==> config.mk <==
export PLATFORM = sky130hd
export DESIGN_NAME = ach_device_flat
export DESIGN_NICKNAME = d
export VERILOG_FILES = /design/src/rtl/ach_pkg.sv /design/src/rtl/ach_if.sv /design/src/rtl/ach_device.sv /design/src/rtl/ach_sync.sv /design/src/flat_wrapper.sv
export SDC_FILE = /design/constraint.sdc
export NUM_CORES = 1
export LEC_CHECK = 0
export BUFFER_PORTS_ARGS = -buffer_cell sky130_fd_sc_hd__buf_4
export CORE_MARGIN = 3
export CORE_UTILIZATION = 35
export DETAILED_ROUTE_END_ITERATION = 8
export GPL_TIMING_DRIVEN = 0
export PLACE_DENSITY = 0.62
export SYNTH_ARGS = -nofsm -noshare
export SYNTH_HDL_FRONTEND = slang
export SYNTH_SLANG_ARGS = --single-unit
==> constraint.sdc <==
create_clock -name mclk -period 2.3 [get_ports mclk]
set_input_delay 0.345 -clock mclk [delete_from_list [all_inputs] [get_ports mclk]]
set_output_delay 0.345 -clock mclk [all_outputs]
set_load 0.02 [all_outputs]
==> src/rtl/ach_pkg.sv <==
// shared constants, register map and state types of the converter control block
// assumes a 40 MHz mclk on both ends and a plain word-wide register port on the host
package ach_pkg;
	localparam int RES_W = 16;
	localparam int MCLK_MHZ = 40;

	// timing, in ns as given, then in mclk cycles
	localparam int CONV_TIME_NS = 500;
	localparam int CAL_TIME_NS = 1000;
	localparam int RDERR_TIME_NS = 100;
	localparam int CONV_CYCLES = (CONV_TIME_NS * MCLK_MHZ + 999) / 1000;
	localparam int CAL_CYCLES = (CAL_TIME_NS * MCLK_MHZ + 999) / 1000;
	localparam int RDERR_CYCLES = (RDERR_TIME_NS * MCLK_MHZ + 999) / 1000;

	// serial clock half periods and host strobe widths, in mclk cycles
	localparam int MASTER_SCLK_HALF = 4;
	localparam int HOST_SCLK_HALF = 8;
	localparam int START_LOW_CYCLES = 4;
	localparam int PAR_WAIT_CYCLES = 8;

	// reset value of the device pin synchroniser: start, select and read idle high
	localparam logic [9:0] DEV_SYNC_RST = 10'h380;

	// host register port
	localparam int ADDR_W = 4;
	localparam int DATA_W = 32;
	localparam logic [ADDR_W-1:0] REG_CTRL = 4'h0;
	localparam logic [ADDR_W-1:0] REG_STATUS = 4'h4;
	localparam logic [ADDR_W-1:0] REG_MASK = 4'h8;
	localparam logic [ADDR_W-1:0] REG_RESULT = 4'hc;

	// control fields
	localparam int CTRL_START = 0;
	localparam int CTRL_RESET = 1;
	localparam int CTRL_PWRDN = 2;
	localparam int CTRL_REFPWR = 3;
	localparam int CTRL_BUFPWR = 4;
	localparam int CTRL_SERIAL = 5;
	localparam int CTRL_SLAVE = 6;
	localparam int CTRL_W = 7;
	localparam logic [CTRL_W-1:0] CTRL_RST_VAL = 7'h00;

	// status and mask fields
	localparam int STAT_READY = 0;
	localparam int STAT_RDERR = 1;
	localparam int STAT_CALDONE = 2;
	localparam int STAT_W = 3;
	localparam int STAT_BUSY = 8;
	localparam logic [STAT_W-1:0] STAT_RST_VAL = 3'h0;

	typedef enum logic [2:0] {
		S_IDLE = 3'b001,
		S_CONV = 3'b010,
		S_CAL = 3'b100
	} ach_dev_state_t;

	typedef enum logic [1:0] {
		H_IDLE = 2'b01,
		H_READ = 2'b10
	} ach_host_state_t;
endpackage

==> src/rtl/ach_if.sv <==
// pin bundle between the converter control logic and its host controller
// assumes the bench resolves bus levels from the enables; all pins are plain wires here
`timescale 1ns/1ps
`default_nettype none
interface ach_if;
	logic convStartN;
	logic csN;
	logic rdN;
	logic converterReset;
	logic converterPowerDown;
	logic referencePowerDown;
	logic bufferPowerDown;
	logic serialParallelSelect;
	logic serialClockSourceSelect;
	logic hostSclk;
	logic busy;
	// bit 11 has its own enable, it doubles as the incomplete read flag
	logic [15:0] parData;
	logic parDataOe;
	logic bitElevenOe;
	logic serialResultOutput;
	logic serialOe;
	logic devSclk;
	logic devSclkOe;

	modport dev (
		input convStartN, csN, rdN, converterReset, converterPowerDown, referencePowerDown,
		input bufferPowerDown, serialParallelSelect, serialClockSourceSelect, hostSclk,
		output busy, parData, parDataOe, bitElevenOe, serialResultOutput, serialOe, devSclk, devSclkOe
	);

	modport host (
		output convStartN, csN, rdN, converterReset, converterPowerDown, referencePowerDown,
		output bufferPowerDown, serialParallelSelect, serialClockSourceSelect, hostSclk,
		input busy, parData, parDataOe, bitElevenOe, serialResultOutput, serialOe, devSclk, devSclkOe
	);
endinterface
`default_nettype wire

==> src/rtl/ach_device.sv <==
// converter-side control: start, busy, reset and calibration, power modes, read gating
// assumes every link input is asynchronous to mclk; the analog result arrives on analogCode
// How it works
// parallel mode: bit eleven carries result bit
// bits twelve to fifteen on parallel pins
// serial slave: bit eleven is read error
// serial slave: unfinished read at completion: drop, pulse flag
// busy rises when conversion starts
// busy falls once result is latched
// host takes busy fall as ready
// drivers on only with select, read low; bit eleven in serial slave mode is driven always
// select gates the slave serial clock
// reset pin high aborts, holds idle
// reset fall runs calibration, busy high
// power down: finish, then refuse starts
// start fall holds sample, begins conversion
// reference power down low: internal reference
// buffer power down low: buffer on
// serial mode: result out msb first
// clock source high: host drives clock
// after abort: busy low, no result
//
// Decided for this implementation: the plain strobed port and the register addresses.
`timescale 1ns/1ps
`default_nettype none
module ach_device
	import ach_pkg::*;
#(
	parameter int ConvCycles = CONV_CYCLES,
	parameter int CalCycles = CAL_CYCLES,
	parameter int MasterHalf = MASTER_SCLK_HALF,
	parameter int ErrCycles = RDERR_CYCLES
) (
	input wire logic mclk,
	input wire logic srst,
	ach_if.dev link,
	input wire logic [RES_W-1:0] analogCode,
	output logic internalRefOn,
	output logic refBufferOn,
	output logic lowPower,
	output logic calibrating
);
	////////////////////////////////////////////////////////////////////////////
	// pin synchronisers
	logic [9:0] pinRaw;
	logic [9:0] pinSync;
	logic startNS;
	logic csNS;
	logic rdNS;
	logic rstS;
	logic pwrS;
	logic refPwrS;
	logic bufPwrS;
	logic serialS;
	logic slaveS;
	logic hostSclkS;

	assign pinRaw = {link.convStartN, link.csN, link.rdN, link.converterReset, link.converterPowerDown,
		link.referencePowerDown, link.bufferPowerDown, link.serialParallelSelect,
		link.serialClockSourceSelect, link.hostSclk};

	ach_sync #(.Width(10), .ResetVal(DEV_SYNC_RST)) pinSyncU (
		.mclk(mclk),
		.srst(srst),
		.din(pinRaw),
		.dout(pinSync)
	);

	assign {startNS, csNS, rdNS, rstS, pwrS, refPwrS, bufPwrS, serialS, slaveS, hostSclkS} = pinSync;

	function automatic logic [3:0] msbIndex(input logic [4:0] n);
		msbIndex = 4'(RES_W - 1 - int'(n));
	endfunction

	////////////////////////////////////////////////////////////////////////////
	// edge history
	logic startPrevQ;
	logic rstPrevQ;
	logic gatedPrevQ;

	always_ff @(posedge mclk) begin
		if (srst) begin
			startPrevQ <= 1'b1;
			rstPrevQ <= 1'b0;
			gatedPrevQ <= 1'b0;
		end else begin
			startPrevQ <= startNS;
			rstPrevQ <= rstS;
			gatedPrevQ <= hostSclkS && !csNS;
		end
	end

	ach_dev_state_t stateQ;
	logic [7:0] timerQ;
	logic [4:0] bitCntQ;
	logic [RES_W-1:0] holdQ;
	logic [RES_W-1:0] resultQ;
	logic busyQ;
	logic startFall;
	logic rstFall;
	logic convBegin;
	logic convDone;
	logic rdEn;
	logic gatedSclk;
	logic slaveRise;
	logic readBusy;
	logic masterTick;
	logic phaseQ;
	logic shiftEvt;

	assign startFall = startPrevQ && !startNS;
	assign rstFall = rstPrevQ && !rstS;
	assign rdEn = !csNS && !rdNS;
	assign gatedSclk = hostSclkS && !csNS;
	assign slaveRise = gatedSclk && !gatedPrevQ;
	assign convBegin = (stateQ == S_IDLE) && startFall && !pwrS && !rstFall;
	assign convDone = (stateQ == S_CONV) && (timerQ == 8'h00);
	// a slave read counts as begun once one bit has moved and not all sixteen
	assign readBusy = serialS && slaveS && rdEn && (bitCntQ != 5'h00) && (bitCntQ != 5'(RES_W));

	////////////////////////////////////////////////////////////////////////////
	// conversion and calibration sequencer
	always_ff @(posedge mclk) begin
		if (srst || rstS) begin
			stateQ <= S_IDLE;
			timerQ <= 8'h00;
			busyQ <= 1'b0;
		end else begin
			case (stateQ)
				S_IDLE: begin
					if (rstFall) begin
						stateQ <= S_CAL;
						timerQ <= 8'(CalCycles - 1);
						busyQ <= 1'b1;
					end else if (convBegin) begin
						stateQ <= S_CONV;
						timerQ <= 8'(ConvCycles - 1);
						busyQ <= 1'b1;
					end
				end
				S_CONV, S_CAL: begin
					if (timerQ == 8'h00) begin
						stateQ <= S_IDLE;
						busyQ <= 1'b0;
					end else begin
						timerQ <= timerQ - 8'h01;
					end
				end
				default: begin
					stateQ <= S_IDLE;
					busyQ <= 1'b0;
				end
			endcase
		end
	end

	////////////////////////////////////////////////////////////////////////////
	// sample hold and result latch
	always_ff @(posedge mclk) begin
		if (srst) begin
			holdQ <= '0;
		end else if (convBegin) begin
			holdQ <= analogCode;
		end
	end

	// the aborted sample never reaches the result, which is cleared
	always_ff @(posedge mclk) begin
		if (srst || rstS) begin
			resultQ <= '0;
		end else if (convDone && !readBusy) begin
			resultQ <= holdQ;
		end
	end

	////////////////////////////////////////////////////////////////////////////
	// incomplete read flag
	logic [7:0] errCntQ;

	always_ff @(posedge mclk) begin
		if (srst || rstS) begin
			errCntQ <= 8'h00;
		end else if (convDone && readBusy) begin
			errCntQ <= 8'(ErrCycles);
		end else if (errCntQ != 8'h00) begin
			errCntQ <= errCntQ - 8'h01;
		end
	end

	////////////////////////////////////////////////////////////////////////////
	// serial clock master and shifter
	logic [7:0] divQ;
	logic sclkQ;

	assign masterTick = (divQ == 8'h00);
	assign shiftEvt = serialS && rdEn && (bitCntQ < 5'(RES_W)) && (slaveS ? slaveRise : (masterTick && !phaseQ));

	// master mode: data moves on the falling edge so the host sees it stable on the rising one; in slave mode it moves on the rising edge
	always_ff @(posedge mclk) begin
		if (srst || !rdEn || !serialS || slaveS) begin
			divQ <= 8'(MasterHalf - 1);
			phaseQ <= 1'b0;
			sclkQ <= 1'b0;
		end else if (masterTick) begin
			divQ <= 8'(MasterHalf - 1);
			if (!phaseQ) begin
				sclkQ <= 1'b0;
				phaseQ <= (bitCntQ < 5'(RES_W));
			end else begin
				sclkQ <= 1'b1;
				phaseQ <= 1'b0;
			end
		end else begin
			divQ <= divQ - 8'h01;
		end
	end

	logic sdoQ;

	always_ff @(posedge mclk) begin
		if (srst || !rdEn) begin
			bitCntQ <= 5'h00;
			sdoQ <= 1'b0;
		end else if (shiftEvt) begin
			sdoQ <= resultQ[msbIndex(bitCntQ)];
			bitCntQ <= bitCntQ + 5'h01;
		end
	end

	////////////////////////////////////////////////////////////////////////////
	// output pins
	logic [RES_W-1:0] parDataQ;
	logic parOeQ;
	logic elevenOeQ;
	logic serialOeQ;
	logic sclkOeQ;
	logic eleven;

	assign eleven = serialS ? (slaveS && (errCntQ != 8'h00)) : resultQ[11];

	always_ff @(posedge mclk) begin
		if (srst) begin
			parDataQ <= '0;
			parOeQ <= 1'b0;
			elevenOeQ <= 1'b0;
			serialOeQ <= 1'b0;
			sclkOeQ <= 1'b0;
		end else begin
			parDataQ <= {resultQ[15:12], eleven, resultQ[10:0]};
			parOeQ <= rdEn && !serialS;
			// the flag must be seen whenever it fires, not only during a read
			elevenOeQ <= serialS ? slaveS : rdEn;
			serialOeQ <= rdEn && serialS;
			sclkOeQ <= rdEn && serialS && !slaveS;
		end
	end

	////////////////////////////////////////////////////////////////////////////
	// power and reference status
	logic refOnQ;
	logic bufOnQ;
	logic lowPwrQ;
	logic calQ;

	always_ff @(posedge mclk) begin
		if (srst) begin
			refOnQ <= 1'b0;
			bufOnQ <= 1'b0;
			lowPwrQ <= 1'b0;
			calQ <= 1'b0;
		end else begin
			refOnQ <= !refPwrS;
			bufOnQ <= !bufPwrS;
			lowPwrQ <= pwrS && (stateQ == S_IDLE);
			calQ <= (stateQ == S_CAL);
		end
	end

	assign link.busy = busyQ;
	assign link.parData = parDataQ;
	assign link.parDataOe = parOeQ;
	assign link.bitElevenOe = elevenOeQ;
	assign link.serialResultOutput = sdoQ;
	assign link.serialOe = serialOeQ;
	assign link.devSclk = sclkQ;
	assign link.devSclkOe = sclkOeQ;
	assign internalRefOn = refOnQ;
	assign refBufferOn = bufOnQ;
	assign lowPower = lowPwrQ;
	assign calibrating = calQ;
endmodule
`default_nettype wire

==> src/rtl/ach_sync.sv <==
// two flip-flop synchroniser for a vector of independent levels
// assumes each bit is a level; multi-bit words must be stable while sampled
`timescale 1ns/1ps
`default_nettype none
module ach_sync #(
	parameter int Width = 1,
	parameter logic [Width-1:0] ResetVal = '0
) (
	input wire logic mclk,
	input wire logic srst,
	input wire logic [Width-1:0] din,
	output logic [Width-1:0] dout
);
	logic [Width-1:0] metaQ;
	logic [Width-1:0] syncQ;

	// first stage feeds only the second one
	always_ff @(posedge mclk) begin
		if (srst) begin
			metaQ <= ResetVal;
			syncQ <= ResetVal;
		end else begin
			metaQ <= din;
			syncQ <= metaQ;
		end
	end

	assign dout = syncQ;
endmodule
`default_nettype wire

==> src/flat_wrapper.sv <==
// flat-port wrapper written by rule: the top's interface ports become plain ports
module ach_device_flat import ach_pkg::*;
#(
	parameter int ConvCycles = CONV_CYCLES,
	parameter int CalCycles = CAL_CYCLES,
	parameter int MasterHalf = MASTER_SCLK_HALF,
	parameter int ErrCycles = RDERR_CYCLES
)
  (mclk, srst, analogCode, internalRefOn, refBufferOn, lowPower, calibrating, link_convStartN, link_csN, link_rdN, link_converterReset, link_converterPowerDown, link_referencePowerDown, link_bufferPowerDown, link_serialParallelSelect, link_serialClockSourceSelect, link_hostSclk, link_busy, link_parData, link_parDataOe, link_bitElevenOe, link_serialResultOutput, link_serialOe, link_devSclk, link_devSclkOe);
  ach_if link_i ();
  input wire logic mclk;
  input wire logic srst;
  input wire logic [RES_W-1:0] analogCode;
  output logic internalRefOn;
  output logic refBufferOn;
  output logic lowPower;
  output logic calibrating;
  input wire logic [$bits(link_i.convStartN)-1:0] link_convStartN;
  input wire logic [$bits(link_i.csN)-1:0] link_csN;
  input wire logic [$bits(link_i.rdN)-1:0] link_rdN;
  input wire logic [$bits(link_i.converterReset)-1:0] link_converterReset;
  input wire logic [$bits(link_i.converterPowerDown)-1:0] link_converterPowerDown;
  input wire logic [$bits(link_i.referencePowerDown)-1:0] link_referencePowerDown;
  input wire logic [$bits(link_i.bufferPowerDown)-1:0] link_bufferPowerDown;
  input wire logic [$bits(link_i.serialParallelSelect)-1:0] link_serialParallelSelect;
  input wire logic [$bits(link_i.serialClockSourceSelect)-1:0] link_serialClockSourceSelect;
  input wire logic [$bits(link_i.hostSclk)-1:0] link_hostSclk;
  output wire logic [$bits(link_i.busy)-1:0] link_busy;
  output wire logic [$bits(link_i.parData)-1:0] link_parData;
  output wire logic [$bits(link_i.parDataOe)-1:0] link_parDataOe;
  output wire logic [$bits(link_i.bitElevenOe)-1:0] link_bitElevenOe;
  output wire logic [$bits(link_i.serialResultOutput)-1:0] link_serialResultOutput;
  output wire logic [$bits(link_i.serialOe)-1:0] link_serialOe;
  output wire logic [$bits(link_i.devSclk)-1:0] link_devSclk;
  output wire logic [$bits(link_i.devSclkOe)-1:0] link_devSclkOe;
  assign link_i.convStartN = link_convStartN;
  assign link_i.csN = link_csN;
  assign link_i.rdN = link_rdN;
  assign link_i.converterReset = link_converterReset;
  assign link_i.converterPowerDown = link_converterPowerDown;
  assign link_i.referencePowerDown = link_referencePowerDown;
  assign link_i.bufferPowerDown = link_bufferPowerDown;
  assign link_i.serialParallelSelect = link_serialParallelSelect;
  assign link_i.serialClockSourceSelect = link_serialClockSourceSelect;
  assign link_i.hostSclk = link_hostSclk;
  assign link_busy = link_i.busy;
  assign link_parData = link_i.parData;
  assign link_parDataOe = link_i.parDataOe;
  assign link_bitElevenOe = link_i.bitElevenOe;
  assign link_serialResultOutput = link_i.serialResultOutput;
  assign link_serialOe = link_i.serialOe;
  assign link_devSclk = link_i.devSclk;
  assign link_devSclkOe = link_i.devSclkOe;
  ach_device #(.ConvCycles(ConvCycles), .CalCycles(CalCycles), .MasterHalf(MasterHalf), .ErrCycles(ErrCycles)) u_core (.mclk(mclk), .srst(srst), .link(link_i), .analogCode(analogCode), .internalRefOn(internalRefOn), .refBufferOn(refBufferOn), .lowPower(lowPower), .calibrating(calibrating));
endmodule
==> Word-level counts from Yosys, hierarchy flattened <==
Cells that the tools add are included.
Widths: inputs -> output; s select.
{ "op_classes": {"n_mux": 21, "eq_ne": 7, "reduce_logical": 52, "n_addsub": 5, "order_cmp": 2} }
{ "ops": {"columns": ["operator", "count"], "rows": [
  ["$mux 8", 3],
  ["$sub 8x1->8 const B", 3],
  ["$logic_and 1x1->1", 23],
  ["$logic_not 8->1", 2],
  ["$pmux 8 s2", 1],
  ["$mux 3", 5],
  ["$logic_not 1->1", 14],
  ["$mux 1", 9],
  ["$reduce_bool 8->1", 1],
  ["$pmux 3 s2", 1],
  ["$reduce_or 2->1", 3],
  ["$add 5x1->5 const B", 1],
  ["$lt 4x5->1 const B", 1],
  ["$lt 5x5->1 const B", 1],
  ["$ne 5x5->1 const B", 1],
  ["$reduce_bool 5->1", 1],
  ["$bmux 1 s4", 1],
  ["$logic_or 1x1->1", 4],
  ["$reduce_bool 2->1", 2],
  ["$sub 4x4->4 const A", 1],
  ["$eq 3x1->1 const B", 1],
  ["$eq 3x2->1 const B", 1],
  ["$eq 3x3->1 const B", 1],
  ["$ne 3x1->1 const B", 1],
  ["5 further kinds", 5]
]} }
{ "totals": {"regBits": 115, "inputBits": 28} }

==> Logic depth before layout (Yosys ltp) <==
{ "depth": {"depth_word": 8, "depth_mapped": 8, "depth_no_buf": 6} }

==> Cells and area by module <==
From an unflattened synthesis, not the netlist that was laid out.
{ "hier_totals": {"cells_unflattened": 427, "area_unflattened_um2": 4336.7} }
{ "by_module_without_submodules": {"columns": ["module", "cells_each", "instances", "area_per_inst_um2"], "rows": [
  ["ach_device", 385, 1, 3794.9],
  ["ach_sync", 42, 1, 541.8]
]} }

==> Worst setup path before layout <==
No wires, ideal clock.
{ "synth_timing": {"path_kind": "register -> register", "startpoint": "register u_core.bitCntQ[1]", "endpoint": "register u_core.resultQ[10]", "period_less_slack_ps": 2031, "path_stages_with_launch": 9, "setup_slack_ps": 269, "path_buffers": 2, "t_arrival_ps": 1911, "cell_sequence": "dfxtp_1 buf_1 inv_1 ha_1 nor2b_1 o21ai_0 a21oi_2 buf_6 mux2i_1"} }
{ "synth_via": {"elab_chain_cells": 5, "word_cells_on_any_way": 6, "cone_classes": "1 x eq/ne; 5 x reduce/logical"} }
{ "synth_lines": {"columns": ["item", "line_no", "rtl"], "rows": [
  ["start: declaration", "ach_device.sv:95", "logic [4:0] bitCntQ;"],
  ["start signal: assignment", "ach_device.sv:226", "bitCntQ <= bitCntQ + 5'h01;"],
  ["$reduce_bool 5->1", "ach_device.sv:119", "assign readBusy = serialS && slaveS && rdEn && (bitCntQ != 5'h00) && (bitCntQ != 5'(RES_W));"],
  ["$logic_and 1x1->1", "ach_device.sv:119", null],
  ["$logic_and 1x1->1 *", "ach_device.sv:119", null],
  ["$logic_not 1->1 *", "ach_device.sv:171", "end else if (convDone && !readBusy) begin"],
  ["$logic_and 1x1->1 *", "ach_device.sv:171", null],
  ["end signal: assignment", "ach_device.sv:172", "resultQ <= holdQ;"],
  ["end: declaration", "ach_device.sv:97", "logic [RES_W-1:0] resultQ;"]
]} }
Mark *: on every way between the ends. The rest lies on a longest branch, timed or not.
A chain may end at the register's enable or synchronous reset.

==> Worst setup path after layout <==
{ "layout_timing": {"startpoint": "register u_core.divQ[0]", "endpoint": "register u_core.bitCntQ[3]"} }
{ "layout_via": {"elab_chain_cells": 4} }
{ "layout_lines": {"columns": ["item", "line_no", "rtl"], "rows": [
  ["start: declaration", "ach_device.sv:192", "logic [7:0] divQ;"],
  ["start signal: assignment", "ach_device.sv:201", "divQ <= 8'(MasterHalf - 1);"],
  ["start signal: assignment", "ach_device.sv:205", "divQ <= 8'(MasterHalf - 1);"],
  ["start signal: assignment", "ach_device.sv:214", "divQ <= divQ - 8'h01;"],
  ["$logic_not 8->1", "ach_device.sv:195", "assign masterTick = (divQ == 8'h00);"],
  ["$logic_and 1x1->1", "ach_device.sv:196", "assign shiftEvt = serialS && rdEn && (bitCntQ < 5'(RES_W)) && (slaveS ? slaveRise : (masterTick && !phaseQ));"],
  ["$mux 1", "ach_device.sv:196", null],
  ["$logic_and 1x1->1", "ach_device.sv:196", null]
]} }
Every way passes these cells.

==> impl_metrics.tcl <==
set metrics [dict create \
    synth_edf_count 0 \
    clk_latency_ps 410 \
    die-height_um 119 \
    initial_core_util 0.365 \
    tritoncts "yes" \
    numCtsBuffers 17 \
    tightestPinTransition_ps 765 \
    grtUsageTotal 0.147 \
    synth_xor_area_frac 0.0235 \
    finish.instance_area_um2 5750 \
    period_share 0.928 \
    port_buffers 53 \
    antenna_found_initial 0 \
    synth.mux.area_fraction 0.0939 \
    ys_seq_area_frac 0.514 \
    drv_slew 0 \
    async_flop_share 0 \
    die-area_um2 14200 \
    drc 0 \
    netlist_instances 462 \
    grt_first_pass_wirelength_um 16800 \
    leakage_uw 0.00227 \
    cp-start-kind "flop" \
    num_antenna_cells 0 \
    synth_cell_type_count 53 \
    overflow 0 \
    cts_setup_buffers 0 \
    die_x_um 119 \
    slew_headroom 0.483 \
    nNetsFinal 570 \
    cts.clk_slew.worst_paths_ps 50 \
    p_clk_frac 0.509 \
    drt-pass1-iter-count 5 \
    fill_cells 1166 \
    syn_nets 498 \
    internal_power_uw 4210 \
    rows 40 \
    p_per_area_nw_per_um2 941 \
    hold_path_class "primary input to flop" \
    period_needed_ps 2130 \
    finalHoldViolCount 0 \
    fmax_mhz 469 \
    clock_sinks 115 \
    wl_um 9680 \
    grt_pass1_vias 3534 \
    power.total_uw 5410 \
    core_region_area_um2 12300 \
    synth-simple-area-share 0.232 \
    area_growth_pct 28.5 \
    finalSetupTns_ps 0 \
    cts_hold_buf 0 \
    hpwl_um 7090 \
    power_switching_uw 1200 \
    synth.area.top_cells "dfxtp_1, mux2i_1, nor2b_1, nand2_1, nor2_1" \
    wl_per_cell_um 13.5 \
    placed_cell_area_um2 5090 \
    dp_cells 683 \
    ys_ff_latch 115 \
    cp.required_ps 2640 \
    dr_total_vias 3484 \
    cts_max_level 4 \
    worst_hold_slack_ps 118 \
    switching_share 0.222 \
    max-cap-violations 0 \
    setup_violations 0 \
    ctsLongestPathBuffers 2 \
    synth_compound_area_frac 0.0838 \
    status "completed" \
    post_synth.cell_area_avg_um2 9.69 \
    synth_commonest_cells "dfxtp_1, nand2_1, mux2i_1, nor2_1, nor2b_1" \
    routabilityCongestion 0.886 \
    yosysWarnings 0 \
    cts_root_buf "clkbuf_16" \
    layout.cells.non_filler 715 \
    synth_top_area_frac 0.514 \
    crit_arrival_ps 2470 \
    io_pins 55 \
    cp-end-kind "flop" \
    synth_most_common_cell "dfxtp_1" \
    seq_power_share 0.397 \
    antenna_left 0 \
    critPathMaxFanout 5 \
    comb_power_share 0.094 \
    skew_ps 11.6 \
    vias_per_cell 4.87 \
    yosysTopAreaCell "dfxtp_1" \
    synth_ff_type "dfxtp_1" \
    synth_area_um2 4480 \
    grt_max_degree 17 \
    crit_type "flop to flop" \
    synth_fa_ha_area_frac 0.0224 \
    synth_top_family_by_area "simple AND/OR/NAND/NOR gates" \
    drtIter0Drc 205 \
    ir_drop_mv 0.505 \
    layout-drive-gt1-share 0.197 \
]
kinds of logic (layout without fill, tap and decap cells):
family / after synthesis / count (layout)
AO/OA/AOI/OAI: 53 / 53
multiplexers: 42 / 42
buffers and inverters: 33 / 118
adder cells (fa/ha/maj): 8 / 8
flip-flops: 115 / 115
XOR/XNOR: 12 / 12
AND/OR/NAND/NOR: 199 / 199
worst max-delay path, cell delays in order, from the launching register on:
cell and delay (ps):
dfxtp_1 320, inv_1 90, ha_1 150, or3b_2 470
o41a_1 400, or4_1 480, a21oi_1 140
routing by layer:
layer	up-vias	routed length, um	track usage
met3	15	520	0.0427
li1	1756	-	-
met4	0	187	0.0688
met5	-	0	0
met2	93	4540	0.239
met1	1620	4430	0.180
flip-flops by register name, summed over array words and instances, names as in the netlist, 3 cells and up:
name / count
u_core.divQ: 8
u_core.stateQ: 3
u_core.bitCntQ: 5
u_core.link.parData: 16
u_core.pinSyncU.metaQ: 10
u_core.timerQ: 8
u_core.errCntQ: 8
u_core.holdQ: 16
u_core.resultQ: 16
u_core.pinSyncU.dout: 10
timing repair:
| action | in CTS | in global routing |
|---|---|---|
| pin swaps | 0 | 0 |
| hold endpoints to repair | 0 | 0 |
| gates resized for setup | 2 | 6 |
| setup endpoints to repair | 15 | 29 |
path summary, 6_finish.rpt:
path | slack [ps] | start | end | depth (start not counted)
setup / recovery | 170 | u_core.divQ[0]$_SDFF_PP1_ | u_core.bitCntQ[3]$_SDFFE_PP0P_ | 6
setup reg to reg | 170 | u_core.divQ[0]$_SDFF_PP1_ | u_core.bitCntQ[3]$_SDFFE_PP0P_ | 6
hold / removal | 120 | link_convStartN | u_core.pinSyncU.metaQ[9]$_SDFF_PP1_ | 2
hold reg to reg | 390 | u_core.pinSyncU.dout[3]$_SDFF_PP0_ | u_core.refBufferOn$_SDFF_PP0_ | 1
layout by cell type, fill, tap and decap left out, drive strengths merged, types with 2 or more instances in the layout:
master / netlist / routed
nor4: 4 / 4
inv: 10 / 10
nor4b: 4 / 4
bufinv: 0 / 4
or3: 6 / 6
ha: 8 / 8
buf: 4 / 57
a31oi: 4 / 4
a22oi: 3 / 3
and2: 3 / 3
nand2b: 5 / 5
or3b: 5 / 5
nand3b: 3 / 3
or2: 9 / 9
nor3b: 7 / 7
clkinvlp: 0 / 2
nor2b: 32 / 32
o22ai: 3 / 3
o21ai: 5 / 5
a211oi: 6 / 6
xnor2: 8 / 8
o31ai: 4 / 4
o32ai: 5 / 5
clkbuf: 19 / 43
clkinv: 0 / 2
a21oi: 12 / 12
xor2: 4 / 4
mux2i: 42 / 42
nor2: 42 / 42
nand3: 10 / 10
o2111ai: 2 / 2
nor3: 11 / 11
dfxtp: 115 / 115
nand2: 51 / 51
or4: 3 / 3
power groups by stage:
stage | Combinational (uW) | Clock, uW | Sequential (uW)
floorplan | 380 | 0 | 2170
CTS | 509 | 2800 | 2150
detailed placement | 504 | 0 | 2180
finish | 508 | 2760 | 2150
global route | 574 | 2900 | 2160
global placement | 486 | 0 | 2180
metrics by stage:
stage	utilization	worst slack [ps]
after floorplan	-	269
after global placement	0.415	-94.6
after detailed placement	0.415	-135
after CTS	0.467	33.8
after global routing	0.469	-1.19
final	0.469	166
area by class of cell:
type | count | area [um2] | area share
multi-input cells | 314 | 2080 | 0.361
clock inverters | 8 | 149 | 0.0259
inverters | 10 | 37.5 | 0.00652
plain buffers | 23 | 100 | 0.0174
clock buffers | 24 | 482 | 0.0837
flip-flops and latches | 115 | 2300 | 0.400
repair buffers | 53 | 398 | 0.0691
well taps | 168 | 210 | 0.0365
Power figures use the tool's default switching activity.
